### src/rtl/nfci_pkg.sv
package nfci_pkg;
  localparam logic [10:0] NFCI_UNLOCK_ADDR1 = 11'h555;
  localparam logic [10:0] NFCI_UNLOCK_ADDR2 = 11'h2AA;
  localparam logic [7:0] NFCI_UNLOCK_DATA1 = 8'hAA;
  localparam logic [7:0] NFCI_UNLOCK_DATA2 = 8'h55;
  localparam logic [7:0] NFCI_CMD_RESET = 8'hF0;
  localparam logic [7:0] NFCI_CMD_AUTOSEL = 8'h90;
  localparam logic [7:0] NFCI_CMD_PROGRAM = 8'hA0;
  localparam logic [7:0] NFCI_CMD_BYPASS = 8'h20;
  localparam logic [7:0] NFCI_CMD_BYPASS_EXIT2 = 8'h00;
  localparam logic [7:0] NFCI_CMD_ERASE = 8'h80;
  localparam logic [7:0] NFCI_CMD_CHIP_ERASE = 8'h10;
  localparam logic [7:0] NFCI_CMD_BLOCK_ERASE = 8'h30;
  localparam logic [7:0] NFCI_CMD_SUSPEND = 8'hB0;
  localparam logic [7:0] NFCI_CMD_RESUME = 8'h30;
  localparam logic [16:0] NFCI_SIG_MAKER_ADDR = 17'h00000;
  localparam logic [16:0] NFCI_SIG_PART_ADDR = 17'h00001;
  localparam logic [16:0] NFCI_SIG_PROT_ADDR = 17'h00002;
  localparam int NFCI_CLK_MHZ = 25;
  localparam int NFCI_SETUP_NS = 80;
  localparam int NFCI_PULSE_NS = 120;
  localparam int NFCI_ABORT_US = 10;
  localparam int NFCI_SETUP_CYC = (NFCI_SETUP_NS * NFCI_CLK_MHZ + 999) / 1000;
  localparam int NFCI_PULSE_CYC = (NFCI_PULSE_NS * NFCI_CLK_MHZ + 999) / 1000;
  localparam int NFCI_ABORT_CYC = NFCI_ABORT_US * NFCI_CLK_MHZ;

  typedef enum logic [3:0] {
    NFCI_OP_READ = 4'h0,
    NFCI_OP_RESET = 4'h1,
    NFCI_OP_RESET3 = 4'h2,
    NFCI_OP_AUTOSEL = 4'h3,
    NFCI_OP_PROGRAM = 4'h4,
    NFCI_OP_BYPASS = 4'h5,
    NFCI_OP_BYP_PROG = 4'h6,
    NFCI_OP_BYP_EXIT = 4'h7,
    NFCI_OP_CHIP_ERASE = 4'h8,
    NFCI_OP_BLOCK_ERASE = 4'h9,
    NFCI_OP_SUSPEND = 4'hA,
    NFCI_OP_RESUME = 4'hB,
    NFCI_OP_SIG_READ = 4'hC
  } nfci_op_e;

  typedef struct packed {
    nfci_op_e op;
    logic [16:0] addr;
    logic [7:0] data;
  } nfci_req_s;

  typedef struct packed {
    logic chipEnN;
    logic outEnN;
    logic wrEnN;
    logic [16:0] addrIn;
    logic [7:0] dataOut;
    logic dataOe;
    logic idHighVoltage;
  } nfci_pins_s;
endpackage : nfci_pkg

### src/rtl/nfci_bus_cycle.sv
`timescale 1ns/1ps
// One bus cycle on the flash pins: setup, strobe low, release
module nfci_bus_cycle
  import nfci_pkg::*;
(
  input wire logic clk, // 25 MHz clock
  input wire logic arst_n, // Async reset, active low
  input wire logic start, // Pulse: begin a cycle
  input wire logic isWrite, // 1 write, 0 read
  input wire logic [16:0] addr, // Cycle address
  input wire logic [7:0] wdata, // Write data
  input wire logic idHv, // Identification voltage qualifier
  input wire logic [7:0] dataIn, // Data pins from flash
  output logic busy, // Cycle in progress
  output logic done, // Pulse: cycle finished
  output logic [7:0] rdata, // Captured read data
  output nfci_pins_s pins // Flash pin drive
);
  typedef enum logic [1:0] {
    NFCI_BC_IDLE = 2'b00,
    NFCI_BC_SETUP = 2'b01,
    NFCI_BC_STROBE = 2'b10,
    NFCI_BC_HOLD = 2'b11
  } nfci_bc_e;

  nfci_bc_e state_reg, state_next;
  logic [7:0] cnt_reg, cnt_next;
  logic wr_reg;
  logic strobeEnd;

  assign strobeEnd = (state_reg == NFCI_BC_STROBE) && (cnt_reg == 8'h00);
  assign busy = (state_reg != NFCI_BC_IDLE);

  always_comb
  begin
    state_next = state_reg;
    cnt_next = (cnt_reg != 8'h00) ? cnt_reg - 8'h01 : 8'h00;
    case (state_reg)
      NFCI_BC_IDLE:
        if (start)
        begin
          state_next = NFCI_BC_SETUP;
          cnt_next = 8'(NFCI_SETUP_CYC - 1);
        end
      NFCI_BC_SETUP:
        if (cnt_reg == 8'h00)
        begin
          state_next = NFCI_BC_STROBE;
          cnt_next = 8'(NFCI_PULSE_CYC - 1);
        end
      NFCI_BC_STROBE:
        if (cnt_reg == 8'h00)
        begin
          state_next = NFCI_BC_HOLD;
          cnt_next = 8'(NFCI_SETUP_CYC - 1);
        end
      default:
        if (cnt_reg == 8'h00)
          state_next = NFCI_BC_IDLE;
    endcase
  end

  always_ff @(posedge clk or negedge arst_n)
  begin
    if (!arst_n)
    begin
      state_reg <= NFCI_BC_IDLE;
      cnt_reg <= 8'h00;
      wr_reg <= 1'b0;
      done <= 1'b0;
      rdata <= 8'h00;
      pins <= '{chipEnN: 1'b1, outEnN: 1'b1, wrEnN: 1'b1, default: '0};
    end
    else
    begin
      state_reg <= state_next;
      cnt_reg <= cnt_next;
      done <= (state_reg == NFCI_BC_HOLD) && (cnt_reg == 8'h00);
      if (start && !busy)
      begin
        wr_reg <= isWrite;
        // Address stands before either strobe falls, data until after both rise
        pins.addrIn <= addr;
        pins.dataOut <= wdata;
        pins.dataOe <= isWrite;
        pins.idHighVoltage <= idHv && !isWrite;
      end
      // Read: CE and OE low, WE high; write: CE and WE low, OE high
      // CE stays low through hold so WE rises first and the data is latched under CE
      pins.chipEnN <= (state_next == NFCI_BC_IDLE);
      pins.wrEnN <= !(state_next == NFCI_BC_STROBE && wr_reg);
      pins.outEnN <= !(state_next == NFCI_BC_STROBE && !wr_reg);
      if (strobeEnd && !wr_reg)
        rdata <= dataIn;
      if (state_next == NFCI_BC_IDLE)
      begin
        pins.dataOe <= 1'b0;
        pins.idHighVoltage <= 1'b0;
      end
    end
  end
endmodule : nfci_bus_cycle

### src/rtl/nfci_host.sv
`timescale 1ns/1ps
// Function
// - Unlock AA@555, 55@2AA, code@555 (the reset code F0 and the block erase code 30 go to the request address)
// - Reset: F0 alone or after unlock
// - Auto select: unlock then 90@555
// - Program: unlock, A0@555, data@target
// - Bypass program: A0 anywhere, data@target
// - Bypass exit: 90 then 00 anywhere
// - Erase six writes: chip or block
// - Suspend B0, resume 30, any address
// - Address on falling, data rising strobe
module nfci_host
  import nfci_pkg::*;
(
  input wire logic clk, // 25 MHz clock
  input wire logic arst_n, // Async reset, active low
  input nfci_req_s req, // Requested operation
  input wire logic reqValid, // Request offered
  output logic reqReady, // High while idle: an offered request is taken this cycle
  output logic respValid, // Pulse: operation finished
  output logic [7:0] respData, // Data of last read
  output logic chipEnN, // Flash chip enable, low active
  output logic outEnN, // Flash output enable, low active
  output logic wrEnN, // Flash write enable, low active
  output logic [16:0] addr_in, // Flash address pins
  input wire logic [7:0] data_io_in, // Flash data pins, input side
  output logic [7:0] data_io_out, // Flash data pins, output side
  output logic data_io_oe, // High while host drives data pins
  output logic id_high_voltage // Identification voltage on address bit 9
);
  ////////////////////////////////////////////////////////////////////////////
  typedef enum logic [1:0] {
    NFCI_ST_IDLE = 2'b00,
    NFCI_ST_CYCLE = 2'b01,
    NFCI_ST_WAIT = 2'b10,
    NFCI_ST_DONE = 2'b11
  } nfci_st_e;

  nfci_st_e state_reg, state_next;
  nfci_req_s req_reg;
  logic [2:0] step_reg, step_next;
  logic [8:0] wait_reg, wait_next;
  logic [7:0] respData_reg;
  logic respValid_reg;
  logic cycStart, cycBusy, cycDone, cycWrite;
  logic [16:0] cycAddr;
  logic [7:0] cycData, cycRdata;
  logic lastStep, cycIdHv;
  logic [2:0] nSteps;
  nfci_pins_s pins;

  ////////////////////////////////////////////////////////////////////////////
  // Number of bus cycles per operation
  assign nSteps = (req_reg.op == NFCI_OP_READ || req_reg.op == NFCI_OP_RESET ||
                   req_reg.op == NFCI_OP_SUSPEND || req_reg.op == NFCI_OP_RESUME ||
                   req_reg.op == NFCI_OP_SIG_READ) ? 3'd1 :
                  (req_reg.op == NFCI_OP_BYP_PROG || req_reg.op == NFCI_OP_BYP_EXIT) ? 3'd2 :
                  (req_reg.op == NFCI_OP_PROGRAM) ? 3'd4 :
                  (req_reg.op == NFCI_OP_CHIP_ERASE || req_reg.op == NFCI_OP_BLOCK_ERASE) ? 3'd6 :
                  3'd3;
  assign lastStep = (step_reg == nSteps - 3'd1);

  // Unlock pair at steps 0,1 and 3,4 of the erase series
  logic unlockA, unlockB, isErase, isSingle, isBypass;
  assign isErase = (req_reg.op == NFCI_OP_CHIP_ERASE || req_reg.op == NFCI_OP_BLOCK_ERASE);
  assign isSingle = (nSteps == 3'd1);
  assign isBypass = (req_reg.op == NFCI_OP_BYP_PROG || req_reg.op == NFCI_OP_BYP_EXIT);
  assign unlockA = !isSingle && !isBypass && (step_reg == 3'd0 || (isErase && step_reg == 3'd3));
  assign unlockB = !isSingle && !isBypass && (step_reg == 3'd1 || (isErase && step_reg == 3'd4));

  // Command code of each series: its last write, except for program, where the data write follows it
  logic [7:0] codeData;
  assign codeData = (req_reg.op == NFCI_OP_RESET || req_reg.op == NFCI_OP_RESET3) ? NFCI_CMD_RESET :
                    (req_reg.op == NFCI_OP_AUTOSEL) ? NFCI_CMD_AUTOSEL :
                    (req_reg.op == NFCI_OP_PROGRAM) ? NFCI_CMD_PROGRAM :
                    (req_reg.op == NFCI_OP_BYPASS) ? NFCI_CMD_BYPASS :
                    (req_reg.op == NFCI_OP_SUSPEND) ? NFCI_CMD_SUSPEND :
                    (req_reg.op == NFCI_OP_RESUME) ? NFCI_CMD_RESUME :
                    (req_reg.op == NFCI_OP_CHIP_ERASE) ? NFCI_CMD_CHIP_ERASE :
                    NFCI_CMD_BLOCK_ERASE;

  // Upper address bits are don't care for command writes; the request's bits are kept
  logic [16:0] unlockAddr1, unlockAddr2;
  assign unlockAddr1 = {req_reg.addr[16:11], NFCI_UNLOCK_ADDR1};
  assign unlockAddr2 = {req_reg.addr[16:11], NFCI_UNLOCK_ADDR2};

  always_comb
  begin
    cycWrite = 1'b1;
    cycAddr = req_reg.addr;
    cycData = codeData;
    if (unlockA)
    begin
      cycAddr = unlockAddr1;
      cycData = NFCI_UNLOCK_DATA1;
    end
    else if (unlockB)
    begin
      cycAddr = unlockAddr2;
      cycData = NFCI_UNLOCK_DATA2;
    end
    else if (req_reg.op == NFCI_OP_READ || req_reg.op == NFCI_OP_SIG_READ)
      cycWrite = 1'b0;
    else if (req_reg.op == NFCI_OP_BYP_PROG)
      cycData = (step_reg == 3'd0) ? NFCI_CMD_PROGRAM : req_reg.data;
    else if (req_reg.op == NFCI_OP_BYP_EXIT)
      cycData = (step_reg == 3'd0) ? NFCI_CMD_AUTOSEL : NFCI_CMD_BYPASS_EXIT2;
    else if (req_reg.op == NFCI_OP_PROGRAM && step_reg == 3'd3)
      cycData = req_reg.data;
    else if (req_reg.op == NFCI_OP_CHIP_ERASE || (step_reg == 3'd2 && !isSingle &&
             req_reg.op != NFCI_OP_RESET3))
      cycAddr = unlockAddr1;
    if (isErase && step_reg == 3'd2)
      cycData = NFCI_CMD_ERASE;
  end
  // Identification voltage only during a signature read
  assign cycIdHv = (req_reg.op == NFCI_OP_SIG_READ);

  ////////////////////////////////////////////////////////////////////////////
  assign reqReady = (state_reg == NFCI_ST_IDLE);
  // Let the done pulse pass first, or the old step would be written a second time
  assign cycStart = (state_reg == NFCI_ST_CYCLE) && !cycBusy && !cycDone;

  always_comb
  begin
    state_next = state_reg;
    step_next = step_reg;
    wait_next = (wait_reg != 9'd0) ? wait_reg - 9'd1 : 9'd0;
    case (state_reg)
      NFCI_ST_IDLE:
        if (reqValid)
        begin
          state_next = NFCI_ST_CYCLE;
          step_next = 3'd0;
        end
      NFCI_ST_CYCLE:
        if (cycDone)
        begin
          if (!lastStep)
            step_next = step_reg + 3'd1;
          // Reset may need the abort period before reads are valid
          else if (req_reg.op == NFCI_OP_RESET || req_reg.op == NFCI_OP_RESET3)
          begin
            state_next = NFCI_ST_WAIT;
            wait_next = 9'(NFCI_ABORT_CYC - 1);
          end
          else
            state_next = NFCI_ST_DONE;
        end
      NFCI_ST_WAIT:
        if (wait_reg == 9'd0)
          state_next = NFCI_ST_DONE;
      default:
        state_next = NFCI_ST_IDLE;
    endcase
  end

  always_ff @(posedge clk or negedge arst_n)
  begin
    if (!arst_n)
    begin
      state_reg <= NFCI_ST_IDLE;
      step_reg <= 3'd0;
      wait_reg <= 9'd0;
      req_reg <= '0;
      respData_reg <= 8'h00;
      respValid_reg <= 1'b0;
    end
    else
    begin
      state_reg <= state_next;
      step_reg <= step_next;
      wait_reg <= wait_next;
      if (reqValid && reqReady)
        req_reg <= req;
      if (cycDone && !cycWrite)
        respData_reg <= cycRdata;
      respValid_reg <= (state_next == NFCI_ST_DONE);
    end
  end

  assign respValid = respValid_reg;
  assign respData = respData_reg;

  ////////////////////////////////////////////////////////////////////////////
  nfci_bus_cycle u_cycle (
    .clk(clk),
    .arst_n(arst_n),
    .start(cycStart),
    .isWrite(cycWrite),
    .addr(cycAddr),
    .wdata(cycData),
    .idHv(cycIdHv),
    .dataIn(data_io_in),
    .busy(cycBusy),
    .done(cycDone),
    .rdata(cycRdata),
    .pins(pins)
  );

  assign chipEnN = pins.chipEnN;
  assign outEnN = pins.outEnN;
  assign wrEnN = pins.wrEnN;
  assign addr_in = pins.addrIn;
  assign data_io_out = pins.dataOut;
  assign data_io_oe = pins.dataOe;
  assign id_high_voltage = pins.idHighVoltage;
endmodule : nfci_host

### config.mk
export PLATFORM = sky130hd
export DESIGN_NAME = nfci_host
export DESIGN_NICKNAME = d
export VERILOG_FILES = /design/src/rtl/nfci_pkg.sv /design/src/rtl/nfci_bus_cycle.sv /design/src/rtl/nfci_host.sv
export SDC_FILE = /design/constraint.sdc
export NUM_CORES = 1
export LEC_CHECK = 0
export ABC_AREA = 1
export BUFFER_PORTS_ARGS = -buffer_cell sky130_fd_sc_hd__buf_2
export CORE_MARGIN = 2
export CORE_UTILIZATION = 55
export DETAILED_ROUTE_END_ITERATION = 7
export GPL_ROUTABILITY_DRIVEN = 0
export PLACE_DENSITY_LB_ADDON = 0.15
export SYNTH_ARGS = -nofsm -noshare
export SYNTH_HDL_FRONTEND = slang
export SYNTH_SLANG_ARGS = --single-unit
### constraint.sdc
create_clock -name clk -period 2.46 [get_ports clk]
set_input_delay 0.369 -clock clk [delete_from_list [all_inputs] [get_ports clk]]
set_output_delay 0.369 -clock clk [all_outputs]
set_load 0.02 [all_outputs]
==> flow_metrics.tcl, run 1 <==
set metrics [dict create \
    status "complete, no violations" \
    worst-slew-pin-transition_ps 527.5 \
    synth_async_sr_flop_share_pct 100.0 \
    synth-seq-cells 102 \
    layout.nets 697 \
    synth_enable_flop_cells 0 \
    synth_top_flop_cell "sky130_fd_sc_hd__dfrtp_1" \
    maxCapViolations 0 \
    worst-path-max-fanout 6 \
    antenna_found_initial 0 \
    synthesis.instances 562 \
    timing.reg2reg.worst_path_depth 12 \
    drt-vias-per-instance 5.170 \
    clockBufferDepth 2 \
    grt_pass1_wl_mm 17.89 \
    synthesis.area_sq_um 4775 \
    max_freq_mhz 443.2 \
    core_area_sq_um 8299 \
    first_iter_violations 253 \
    tritoncts.num_buffers 9 \
    critical_path.max_stage_delay_ps 480 \
    floorplan.initialDensity_pct 57.53 \
    worst_path_max_delay_cell "sky130_fd_sc_hd__dfrtp_1" \
    global_route.overflow_total 0 \
    cts_sinks 102 \
    postSynthNetCount 611 \
    clk_pin_slew_ps 100 \
    track_usage_pct 23.32 \
    die_h_um 97.17 \
    leakage_nw 3.040 \
    worstPathArrival_ps 2530 \
    synth_sequential_area_ratio_pct 53.54 \
    tritoncts "yes" \
    worst_hold_path_type "primary input to asynchronous set/reset pin" \
    max-slew-margin-rel_pct 64.84 \
    power-per-cell-area_nw_per_um2 1307 \
    dp_hpwl_mm 7.377 \
    fillers 700 \
    place.port_buffers 79 \
    htree_num_levels 3 \
    postPlaceCellArea_sq_um 5306 \
    hold_buffers 0 \
    critical_path.cell_chain "inv_4, nand2_1, nand2_1, o211ai_1, ha_1, xnor2_1, inv_1, nor2_1, nand4_2, buf_4, nand2_1, inv_1" \
    drive_above_1_share_pct 22.21 \
    fp.dieArea_sq_um 9442 \
    hold_viol_final 0 \
    critPathMostFrequentCell "sky130_fd_sc_hd__nand2_1" \
    worst-endpoint-required_ps 2730 \
    finalCriticalPeriod_ps 2256 \
    syn_area_per_cell_sq_um 8.496 \
    first_global_vias 3888 \
    finalSetupViolations 0 \
    drcViolationCount 0 \
    area_growth_pct 15.72 \
    detail_route.wl_per_cell_um 13.57 \
    stdcell_area_sq_um 5525 \
    num_rows 33 \
    antenna_left 0 \
    detail_route.wirelength_mm 10.29 \
    worstSetupPathType "flop to flop" \
    rsz0062_at_grt "false" \
    io-pin-count 80 \
    yosys_warnings 0 \
    cp-end-kind "flop" \
    detail_route.first_pass.iterations 6 \
    grt_start_max_net_pins 103 \
    clock-root-buffer "sky130_fd_sc_hd__clkbuf_8" \
    largest_reg_flops 30 \
    clk-insertion-delay-late_ps 370 \
    fin_crit_sh_pct 91.72 \
    num_vias 3919 \
    maxSlewViolCount 0 \
    diode_count 0 \
    start_kind "flop" \
    fin_worst_skew_ps 18.70 \
    die_width_um 97.17 \
    tns_ps 0 \
    power.ir.vdd_worst_v 0.0006653 \
    ys_types 34 \
]
[cell usage after synthesis, types with 2 or more instances]
library cell	instances	area [sq um]
sky130_fd_sc_hd__a21oi_1	15	75.07
sky130_fd_sc_hd__a31oi_1	2	12.51
sky130_fd_sc_hd__buf_2	2	10.01
sky130_fd_sc_hd__buf_4	3	22.52
sky130_fd_sc_hd__clkbuf_1	8	30.03
sky130_fd_sc_hd__dfrtp_1	99	2477
sky130_fd_sc_hd__dfstp_2	3	78.83
sky130_fd_sc_hd__ha_1	9	112.6
sky130_fd_sc_hd__inv_1	40	150.1
sky130_fd_sc_hd__inv_2	7	26.28
sky130_fd_sc_hd__mux2_2	8	90.09
sky130_fd_sc_hd__nand2_1	228	855.8
sky130_fd_sc_hd__nand2_2	3	18.77
sky130_fd_sc_hd__nand2_4	3	33.78
sky130_fd_sc_hd__nand3_1	19	95.09
sky130_fd_sc_hd__nand3_2	4	40.04
sky130_fd_sc_hd__nand3_4	2	35.03
sky130_fd_sc_hd__nand4_1	7	43.79
sky130_fd_sc_hd__nand4_2	2	25.02
sky130_fd_sc_hd__nor2_1	41	153.9
sky130_fd_sc_hd__nor2_2	2	12.51
sky130_fd_sc_hd__nor2_4	4	45.04
sky130_fd_sc_hd__nor3_1	3	15.01
sky130_fd_sc_hd__o211ai_1	3	22.52
sky130_fd_sc_hd__o21ai_0	20	100.1
sky130_fd_sc_hd__o21ai_1	7	35.03
sky130_fd_sc_hd__o31ai_1	2	15.01
sky130_fd_sc_hd__xnor2_1	7	61.31
sky130_fd_sc_hd__xor2_1	4	35.03
[area by class of cell]
class | count | area [sq um] | area share [%]
Sequential cell | 102 | 2556 | 46.26
Multi-Input combinational cell | 399 | 1983 | 35.89
Timing Repair Buffer | 88 | 478.0 | 8.650
Inverter | 48 | 182.7 | 3.306
Clock buffer | 10 | 137.6 | 2.491
Tap cell | 105 | 131.4 | 2.378
Clock inverter | 6 | 56.30 | 1.019
[layout by cell type (no fill, tap or decap), drive strengths merged, types with 4 or more instances in the layout]
master  count
xor2        4
nand2     234
nand3      25
xnor2       7
nand4       9
dfrtp      99
nor2       48
a21oi      15
mux2        8
o21ai      28
ha          9
buf        88
inv        48
clkbuf     10
[report_power, final]
group / switching (W) / internal, W
clock: 0.000598 / 0.000409
sequential: 0.000486 / 0.00234
combinational: 0.00218 / 0.00121
[worst max-delay path, delay by kind of cell (launching register included)]
kind | cells | cell delay, ps
compound gates | 1 | 140
xor+xnor | 1 | 190
fa+ha+maj | 1 | 330
buf+inv | 4 | 440
flops | 1 | 480
simple gates | 5 | 590
[layer usage]
metal	vias up	GRT usage, %	share of wire [%]
met5	-	0	0
met2	103	37.61	48
met1	1852	30.95	45
li1	1941	-	-
met4	0	9.534	2.0
met3	23	4.820	5.0
[stage by stage]
stage                     utilization (%)  hold slack [ps]  power (W)  instances  worst slack, ps
after floorplan                         -            73.41   0.005309        562            353.8
after global placement              63.94            389.0   0.006107        740            272.4
after detailed placement            63.94            399.3   0.006213        740            180.6
after CTS                           66.27            66.46   0.007243        756            155.5
after global routing                66.58            93.25   0.007866        758            8.821
final                               66.58            31.60   0.007223        758            203.8
[kinds of logic after synthesis]
logic type,synth area share (%)
buffers and inverters,5.084
DFF,53.54
muxes,1.887
xor gates and xnor gates,2.018
AOI/OAI and AO/OA,5.922
adders and majority gates,2.359
and+or+nand+nor,29.19
[what timing repair did]
action	in CTS	in global routing
buffers inserted	0	2
resized for setup	0	3
setup endpoints to repair	0	4
[worst paths after layout]
kind                                       startpoint                         end  slack [ps]
max                           req_reg[27]$_DFFE_PN0P_       wait_reg[8]$_DFF_PN0_         200
min                                            arst_n       wait_reg[5]$_DFF_PN0_          30
max reg2reg                   req_reg[27]$_DFFE_PN0P_       wait_reg[8]$_DFF_PN0_         200
min reg2reg                u_cycle.wr_reg$_DFFE_PN0P_  u_cycle.pins[27]$_DFF_PN1_         410
max in group asynchronous                      arst_n  u_cycle.pins[29]$_DFF_PN1_        2010
min in group clk                               req[3]      req_reg[3]$_DFFE_PN0P_         190
(Power assumes the default switching activity.)
==> run 2: changes to the inputs <==
--- a/config.mk
+++ b/config.mk
@@ -8,10 +8,11 @@
 export ABC_AREA = 1
 export BUFFER_PORTS_ARGS = -buffer_cell sky130_fd_sc_hd__buf_2
 export CORE_MARGIN = 2
-export CORE_UTILIZATION = 55
+export CORE_UTILIZATION = 34
 export DETAILED_ROUTE_END_ITERATION = 7
 export GPL_ROUTABILITY_DRIVEN = 0
 export PLACE_DENSITY_LB_ADDON = 0.15
+export REMOVE_ABC_BUFFERS = 1
 export SYNTH_ARGS = -nofsm -noshare
 export SYNTH_HDL_FRONTEND = slang
 export SYNTH_SLANG_ARGS = --single-unit
==> run 2 against run 1 <==
  * Critical path depth shrank 1
  * Sequential power shrank 1%
  * Register-to-register slack is essentially flat
  * Power grew 6.6%
  * Global-route usage shrank 7.6 points
  * Largest power group unchanged
==> flow_metrics.tcl, run 2 (synthesis results as in run 1) <==
set metrics [dict create \
    maxCapViolations 0 \
    fin_cells 834 \
    placed_cells_incl_taps 817 \
    cts_sinks 102 \
    final_core_utilization_pct 41.87 \
    grt_pass1_wl_mm 18.41 \
    antenna_found_initial 0 \
    worst-endpoint-required_ps 2750 \
    fin_crit_sh_pct 92.24 \
    cp-end-kind "flop" \
    detail_route.wl_per_cell_um 12.98 \
    tritoncts "yes" \
    fin_worst_skew_ps 8.058 \
    detail_route.first_pass.iterations 4 \
    io-pin-count 80 \
    worst-slew-pin-transition_ps 636.5 \
    regToRegEndpoint "wait_reg[0]$_DFF_PN0_" \
    core_area_sq_um 13770 \
    stdcell_area_sq_um 5767 \
    worst_hold_path_type "primary input to asynchronous set/reset pin" \
    leakage_nw 3.111 \
    place.port_buffers 79 \
    most_frequent_standard_cell_in_the_layout_excluding_fill_and_tap_cells "sky130_fd_sc_hd__nand2_1" \
    die_h_um 122.5 \
    maxSlewViolCount 0 \
    num_vias 3763 \
    antenna_left 0 \
    p_clk_share_pct 19.1 \
    worstSetupPathType "flop to flop" \
    global_route.overflow_total 0 \
    final.hold.worst_slack_ps 40.53 \
    drive_above_1_share_pct 22.48 \
    first_global_vias 3887 \
    status "complete, no violations" \
    cell_internal_pwr_w 0.004419 \
    hold_viol_final 0 \
    postPlaceCellArea_sq_um 5428 \
    max-slew-margin-rel_pct 57.56 \
    timing.reg2reg.worst_path_depth 11 \
    clock-root-buffer "sky130_fd_sc_hd__clkbuf_16" \
    floorplan.initialDensity_pct 34.67 \
    die_width_um 122.5 \
    critical_path.max_stage_delay_ps 460 \
    drt-vias-per-instance 4.512 \
    power.ir.vdd_worst_v 0.0004365 \
    grt_start_max_net_pins 50 \
    drcViolationCount 0 \
    layout.nets 698 \
    track_usage_pct 15.67 \
    critical_path.cell_chain "inv_4, nand2_1, nand2_1, o211ai_1, ha_1, xnor2_2, inv_1, nor2_1, nand4_4, buf_4, nand2_1" \
    max_freq_mhz 440.7 \
    largest_reg_flops 30 \
    start_kind "flop" \
    first_iter_violations 195 \
    clk-insertion-delay-late_ps 350 \
    fp.dieArea_sq_um 15010 \
    clk_pin_slew_ps 70 \
    worstPathArrival_ps 2550 \
    power_switching_share_pct 42.62 \
    clockBufferDepth 2 \
    ff2ff_setup_slack_ps 190 \
    htree_num_levels 3 \
    finalCriticalPeriod_ps 2269 \
    most-common-layout-cells "sky130_fd_sc_hd__nand2_1, sky130_fd_sc_hd__dfrtp_1, sky130_fd_sc_hd__buf_2, sky130_fd_sc_hd__nor2_1, sky130_fd_sc_hd__inv_1" \
    worst-path-max-fanout 8 \
    diode_count 0 \
    power-per-cell-area_nw_per_um2 1336 \
    pwr-share-comb_pct 44.6 \
    worst_path_max_delay_cell "sky130_fd_sc_hd__dfrtp_1" \
    critPathMostFrequentCell "sky130_fd_sc_hd__nand2_1" \
    tritoncts.num_buffers 9 \
    crit-reg2reg-launch "req_reg[27]$_DFFE_PN0P_" \
    dp_hpwl_mm 7.820 \
    finalSetupViolations 0 \
    detail_route.wirelength_mm 10.82 \
    area_growth_pct 20.78 \
    power.share.sequential_pct 36.3 \
    num_rows 43 \
    switching_power_w 0.003283 \
]
[run 2: per-layer routing]
layer	wire length, um	global-route usage (%)
met1	5096	20.63
met2	4910	24.69
met3	555	3.578
met5	0	0
met4	260	6.968
[run 2: final cells by class]
cell class | count | area, sq um
multi-input cells | 399 | 1994
repair buffers | 89 | 498.0
inverters | 48 | 182.7
clock inverters | 4 | 52.55
well taps | 180 | 225.2
fillers | 1464 | 8006
flip-flops and latches | 102 | 2557
clock buffers | 12 | 256.5
[run 2: critical path, delay by kind of cell (launching register included)]
kind,cells,cell delay (ps)
XOR/XNOR,1,190
AO/OA/AOI/OAI,1,140
flip-flops,1,460
buffers and inverters,3,390
AND/OR/NAND/NOR,5,660
adder cells (fa/ha/maj),1,350
[run 2: what timing repair did]
item | 4_1_cts | 5_1_grt
resized for setup | 0 | 5
setup endpoints to repair | 0 | 15
buffers inserted | 0 | 1
hold buffers | 0 | 0
[run 2: power groups by stage]
stage          logic, W  clock network (W)  registers, W
2_1_floorplan   0.00224                  0       0.00299
3_3_place_gp    0.00337                  0       0.00280
3_5_place_dp    0.00342                  0       0.00281
4_1_cts         0.00344            0.00152       0.00279
5_1_grt         0.00392            0.00158       0.00288
6_report        0.00343            0.00147       0.00279
[run 2: worst max path at each step]
stage,from,end,slack [ps],cells past startpoint
finish,req_reg[27]$_DFFE_PN0P_,wait_reg[0]$_DFF_PN0_,190,11
floorplan,req_reg[28]$_DFFE_PN0P_,wait_reg[2]$_DFF_PN0_,330,10
global route,req_reg[27]$_DFFE_PN0P_,wait_reg[0]$_DFF_PN0_,-10,11
global placement,req_reg[28]$_DFFE_PN0P_,wait_reg[2]$_DFF_PN0_,130,10
detailed placement,req_reg[28]$_DFFE_PN0P_,wait_reg[2]$_DFF_PN0_,70,10
CTS,req_reg[27]$_DFFE_PN0P_,wait_reg[2]$_DFF_PN0_,50,11
[run 2: stage by stage]
step / setup TNS, ps / setup slack, ps / total power (W)
after global placement: 0 / 134.5 / 0.006171
after floorplan: 0 / 325.1 / 0.005235
final: 0 / 191.0 / 0.007702
after CTS: 0 / 48.31 / 0.007754
after global routing: -19.51 / -14.00 / 0.008392
after detailed placement: 0 / 71.15 / 0.006236
==> run 3: changes to the inputs <==
--- a/config.mk
+++ b/config.mk
@@ -8,7 +8,7 @@
 export ABC_AREA = 1
 export BUFFER_PORTS_ARGS = -buffer_cell sky130_fd_sc_hd__buf_2
 export CORE_MARGIN = 2
-export CORE_UTILIZATION = 34
+export CORE_UTILIZATION = 50
 export DETAILED_ROUTE_END_ITERATION = 7
 export GPL_ROUTABILITY_DRIVEN = 0
 export PLACE_DENSITY_LB_ADDON = 0.15
==> run 3 against run 2 <==
  * Sequential share of layout area increased by 1.8 points
  * Hold slack improved by 140 ps
  * Routed wire length decreased by 4.8%
  * Critical path type unchanged
  * Clock power down 31%
  * Clock skew grew 9.5 ps
  * Count of clock-buffer cells in the layout shrank 3
  * Via count increased by 3.5%
  * Cell count down 6.4%
  * Core utilization grew 18 points
==> flow_metrics.tcl, run 3 (synthesis results as in run 1) <==
set metrics [dict create \
    status "complete, no violations" \
    tritoncts.num_buffers 9 \
    antenna_left 0 \
    crit-reg2reg-launch "req_reg[27]$_DFFE_PN0P_" \
    io-pin-count 80 \
    global_route.overflow_total 0 \
    regToRegEndpoint "wait_reg[2]$_DFF_PN0_" \
    leakage_nw 3.040 \
    first_iter_violations 188 \
    drcViolationCount 0 \
    clk_pin_slew_ps 110 \
    final_core_utilization_pct 59.96 \
    layout.nets 696 \
    num_rows 35 \
    finalCriticalPeriod_ps 2264 \
    antenna_found_initial 0 \
    layout_setup_ws_ps 195.7 \
    area_growth_pct 16.04 \
    htree_num_levels 3 \
    most_frequent_standard_cell_in_the_layout_excluding_fill_and_tap_cells "sky130_fd_sc_hd__nand2_1" \
    cell_internal_pwr_w 0.003934 \
    hold_viol_final 0 \
    dp_hpwl_mm 7.270 \
    floorplan.initialDensity_pct 51.67 \
    fin_cells 781 \
    min_path_cells 3 \
    first_global_vias 3853 \
    track_usage_pct 21.31 \
    grt_pass1_wl_mm 17.37 \
    drive_above_1_share_pct 22.09 \
    worst-slew-pin-transition_ps 489.0 \
    detail_route.wl_per_cell_um 13.19 \
    clockBufferDepth 2 \
    max_freq_mhz 441.6 \
    maxSlewViolCount 0 \
    ff2ff_setup_slack_ps 200 \
    die_h_um 101.7 \
    die_width_um 101.7 \
    max-slew-margin-rel_pct 67.06 \
    detail_route.wirelength_mm 10.30 \
    maxCapViolations 0 \
    fp.dieArea_sq_um 10350 \
    power.ir.vdd_worst_v 0.0006154 \
    num_vias 3893 \
    tns_ps 0 \
    clk-insertion-delay-late_ps 370 \
    worst-endpoint-required_ps 2730 \
    start_kind "flop" \
    clock-root-buffer "sky130_fd_sc_hd__clkbuf_8" \
    fin_crit_sh_pct 92.04 \
    largest_reg_flops 30 \
    hold_path_end "req_reg[15]$_DFFE_PN0P_" \
    cp-startpoint "req_reg[27]$_DFFE_PN0P_" \
    power.share.sequential_pct 39.0 \
    finalSetupViolations 0 \
    detail_route.first_pass.iterations 6 \
    worstPathArrival_ps 2530 \
    placed_cells_incl_taps 764 \
    fin_worst_skew_ps 17.56 \
    post-place-ws_ps 132.3 \
    pwr-share-comb_pct 46.8 \
    worst-path-max-fanout 8 \
    worst_hold_path_type "primary input to flop" \
    report.power.total_w 0.007193 \
    holdCritStartpoint "req[15]" \
    switching_power_w 0.003259 \
    power-per-cell-area_nw_per_um2 1298 \
    most-common-layout-cells "sky130_fd_sc_hd__nand2_1, sky130_fd_sc_hd__dfrtp_1, sky130_fd_sc_hd__buf_2, sky130_fd_sc_hd__inv_1, sky130_fd_sc_hd__nor2_1" \
    power_switching_share_pct 45.31 \
    cp-end-kind "flop" \
    diode_count 0 \
    setup_repair_bufs_after_cts 0 \
    rsz0062_at_grt "false" \
    timing.reg2reg.worst_path_depth 11 \
    core_area_sq_um 9240 \
    place.port_buffers 79 \
    p_clk_share_pct 14.2 \
    grt_start_max_net_pins 72 \
    cts_sinks 102 \
    tritoncts "yes" \
    drt-vias-per-instance 4.985 \
    worstSetupPathType "flop to flop" \
]
-- run 3: power by group through the flow --
stage	clock network [W]	logic (W)	registers, W
6_report	0.00102	0.00336	0.00281
2_1_floorplan	0	0.00224	0.00299
4_1_cts	0.00104	0.00339	0.00279
3_5_place_dp	0	0.00338	0.00282
5_1_grt	0.00112	0.00381	0.00289
3_3_place_gp	0	0.00329	0.00280
-- run 3: worst max-delay path by stage --
stage / slack, ps / depth (start not counted) / end
3_3_place_gp: 220 / 10 / wait_reg[2]$_DFF_PN0_
2_1_floorplan: 330 / 10 / wait_reg[2]$_DFF_PN0_
5_1_grt: 40 / 11 / respData[2]$_DFFE_PN0P_
4_1_cts: 110 / 10 / wait_reg[2]$_DFF_PN0_
3_5_place_dp: 130 / 10 / wait_reg[2]$_DFF_PN0_
6_report: 200 / 11 / wait_reg[2]$_DFF_PN0_
-- run 3: layout make-up --
type	count	area [sq um]
Inverter	48	180.2
Tap cell	129	161.4
Clock inverter	7	66.31
Fill cell	823	3700
Multi-Input combinational cell	399	1978
Clock buffer	9	123.9
Timing Repair Buffer	87	473.0
Sequential cell	102	2557
-- run 3: worst max-delay path, stage by stage (launching register included) --
cell and delay [ps]:
sky130_fd_sc_hd__dfrtp_1 470, sky130_fd_sc_hd__inv_2 210, sky130_fd_sc_hd__nand2_1 100, sky130_fd_sc_hd__nand2_1 130
sky130_fd_sc_hd__o211ai_1 140, sky130_fd_sc_hd__ha_1 330, sky130_fd_sc_hd__xnor2_1 180, sky130_fd_sc_hd__inv_1 60
sky130_fd_sc_hd__nor2_1 160, sky130_fd_sc_hd__nand4_2 210, sky130_fd_sc_hd__nand2_1 140, sky130_fd_sc_hd__nor2_1 50
-- run 3: through the flow --
stage	cell area, sq um	hold slack, ps
after global routing	5540	175.2
final	5540	181.8
after global placement	5336	338.3
after detailed placement	5336	336.5
after floorplan	4712	73.41
after CTS	5537	174.2
-- run 3: repair_timing --
item	CTS	global route
hold buffers	1	0
endpoints found under the setup margin	0	18
gates resized for setup	0	2
hold endpoints to repair	31	0
-- run 3: layer usage --
metal / wire, um / GRT usage [%] / up-vias
met5: 0 / 0 / -
met4: 149 / 7.277 / 0
met3: 534 / 4.072 / 14
met2: 4989 / 35.58 / 104
met1: 4630 / 27.96 / 1842
li1: - / - / 1933
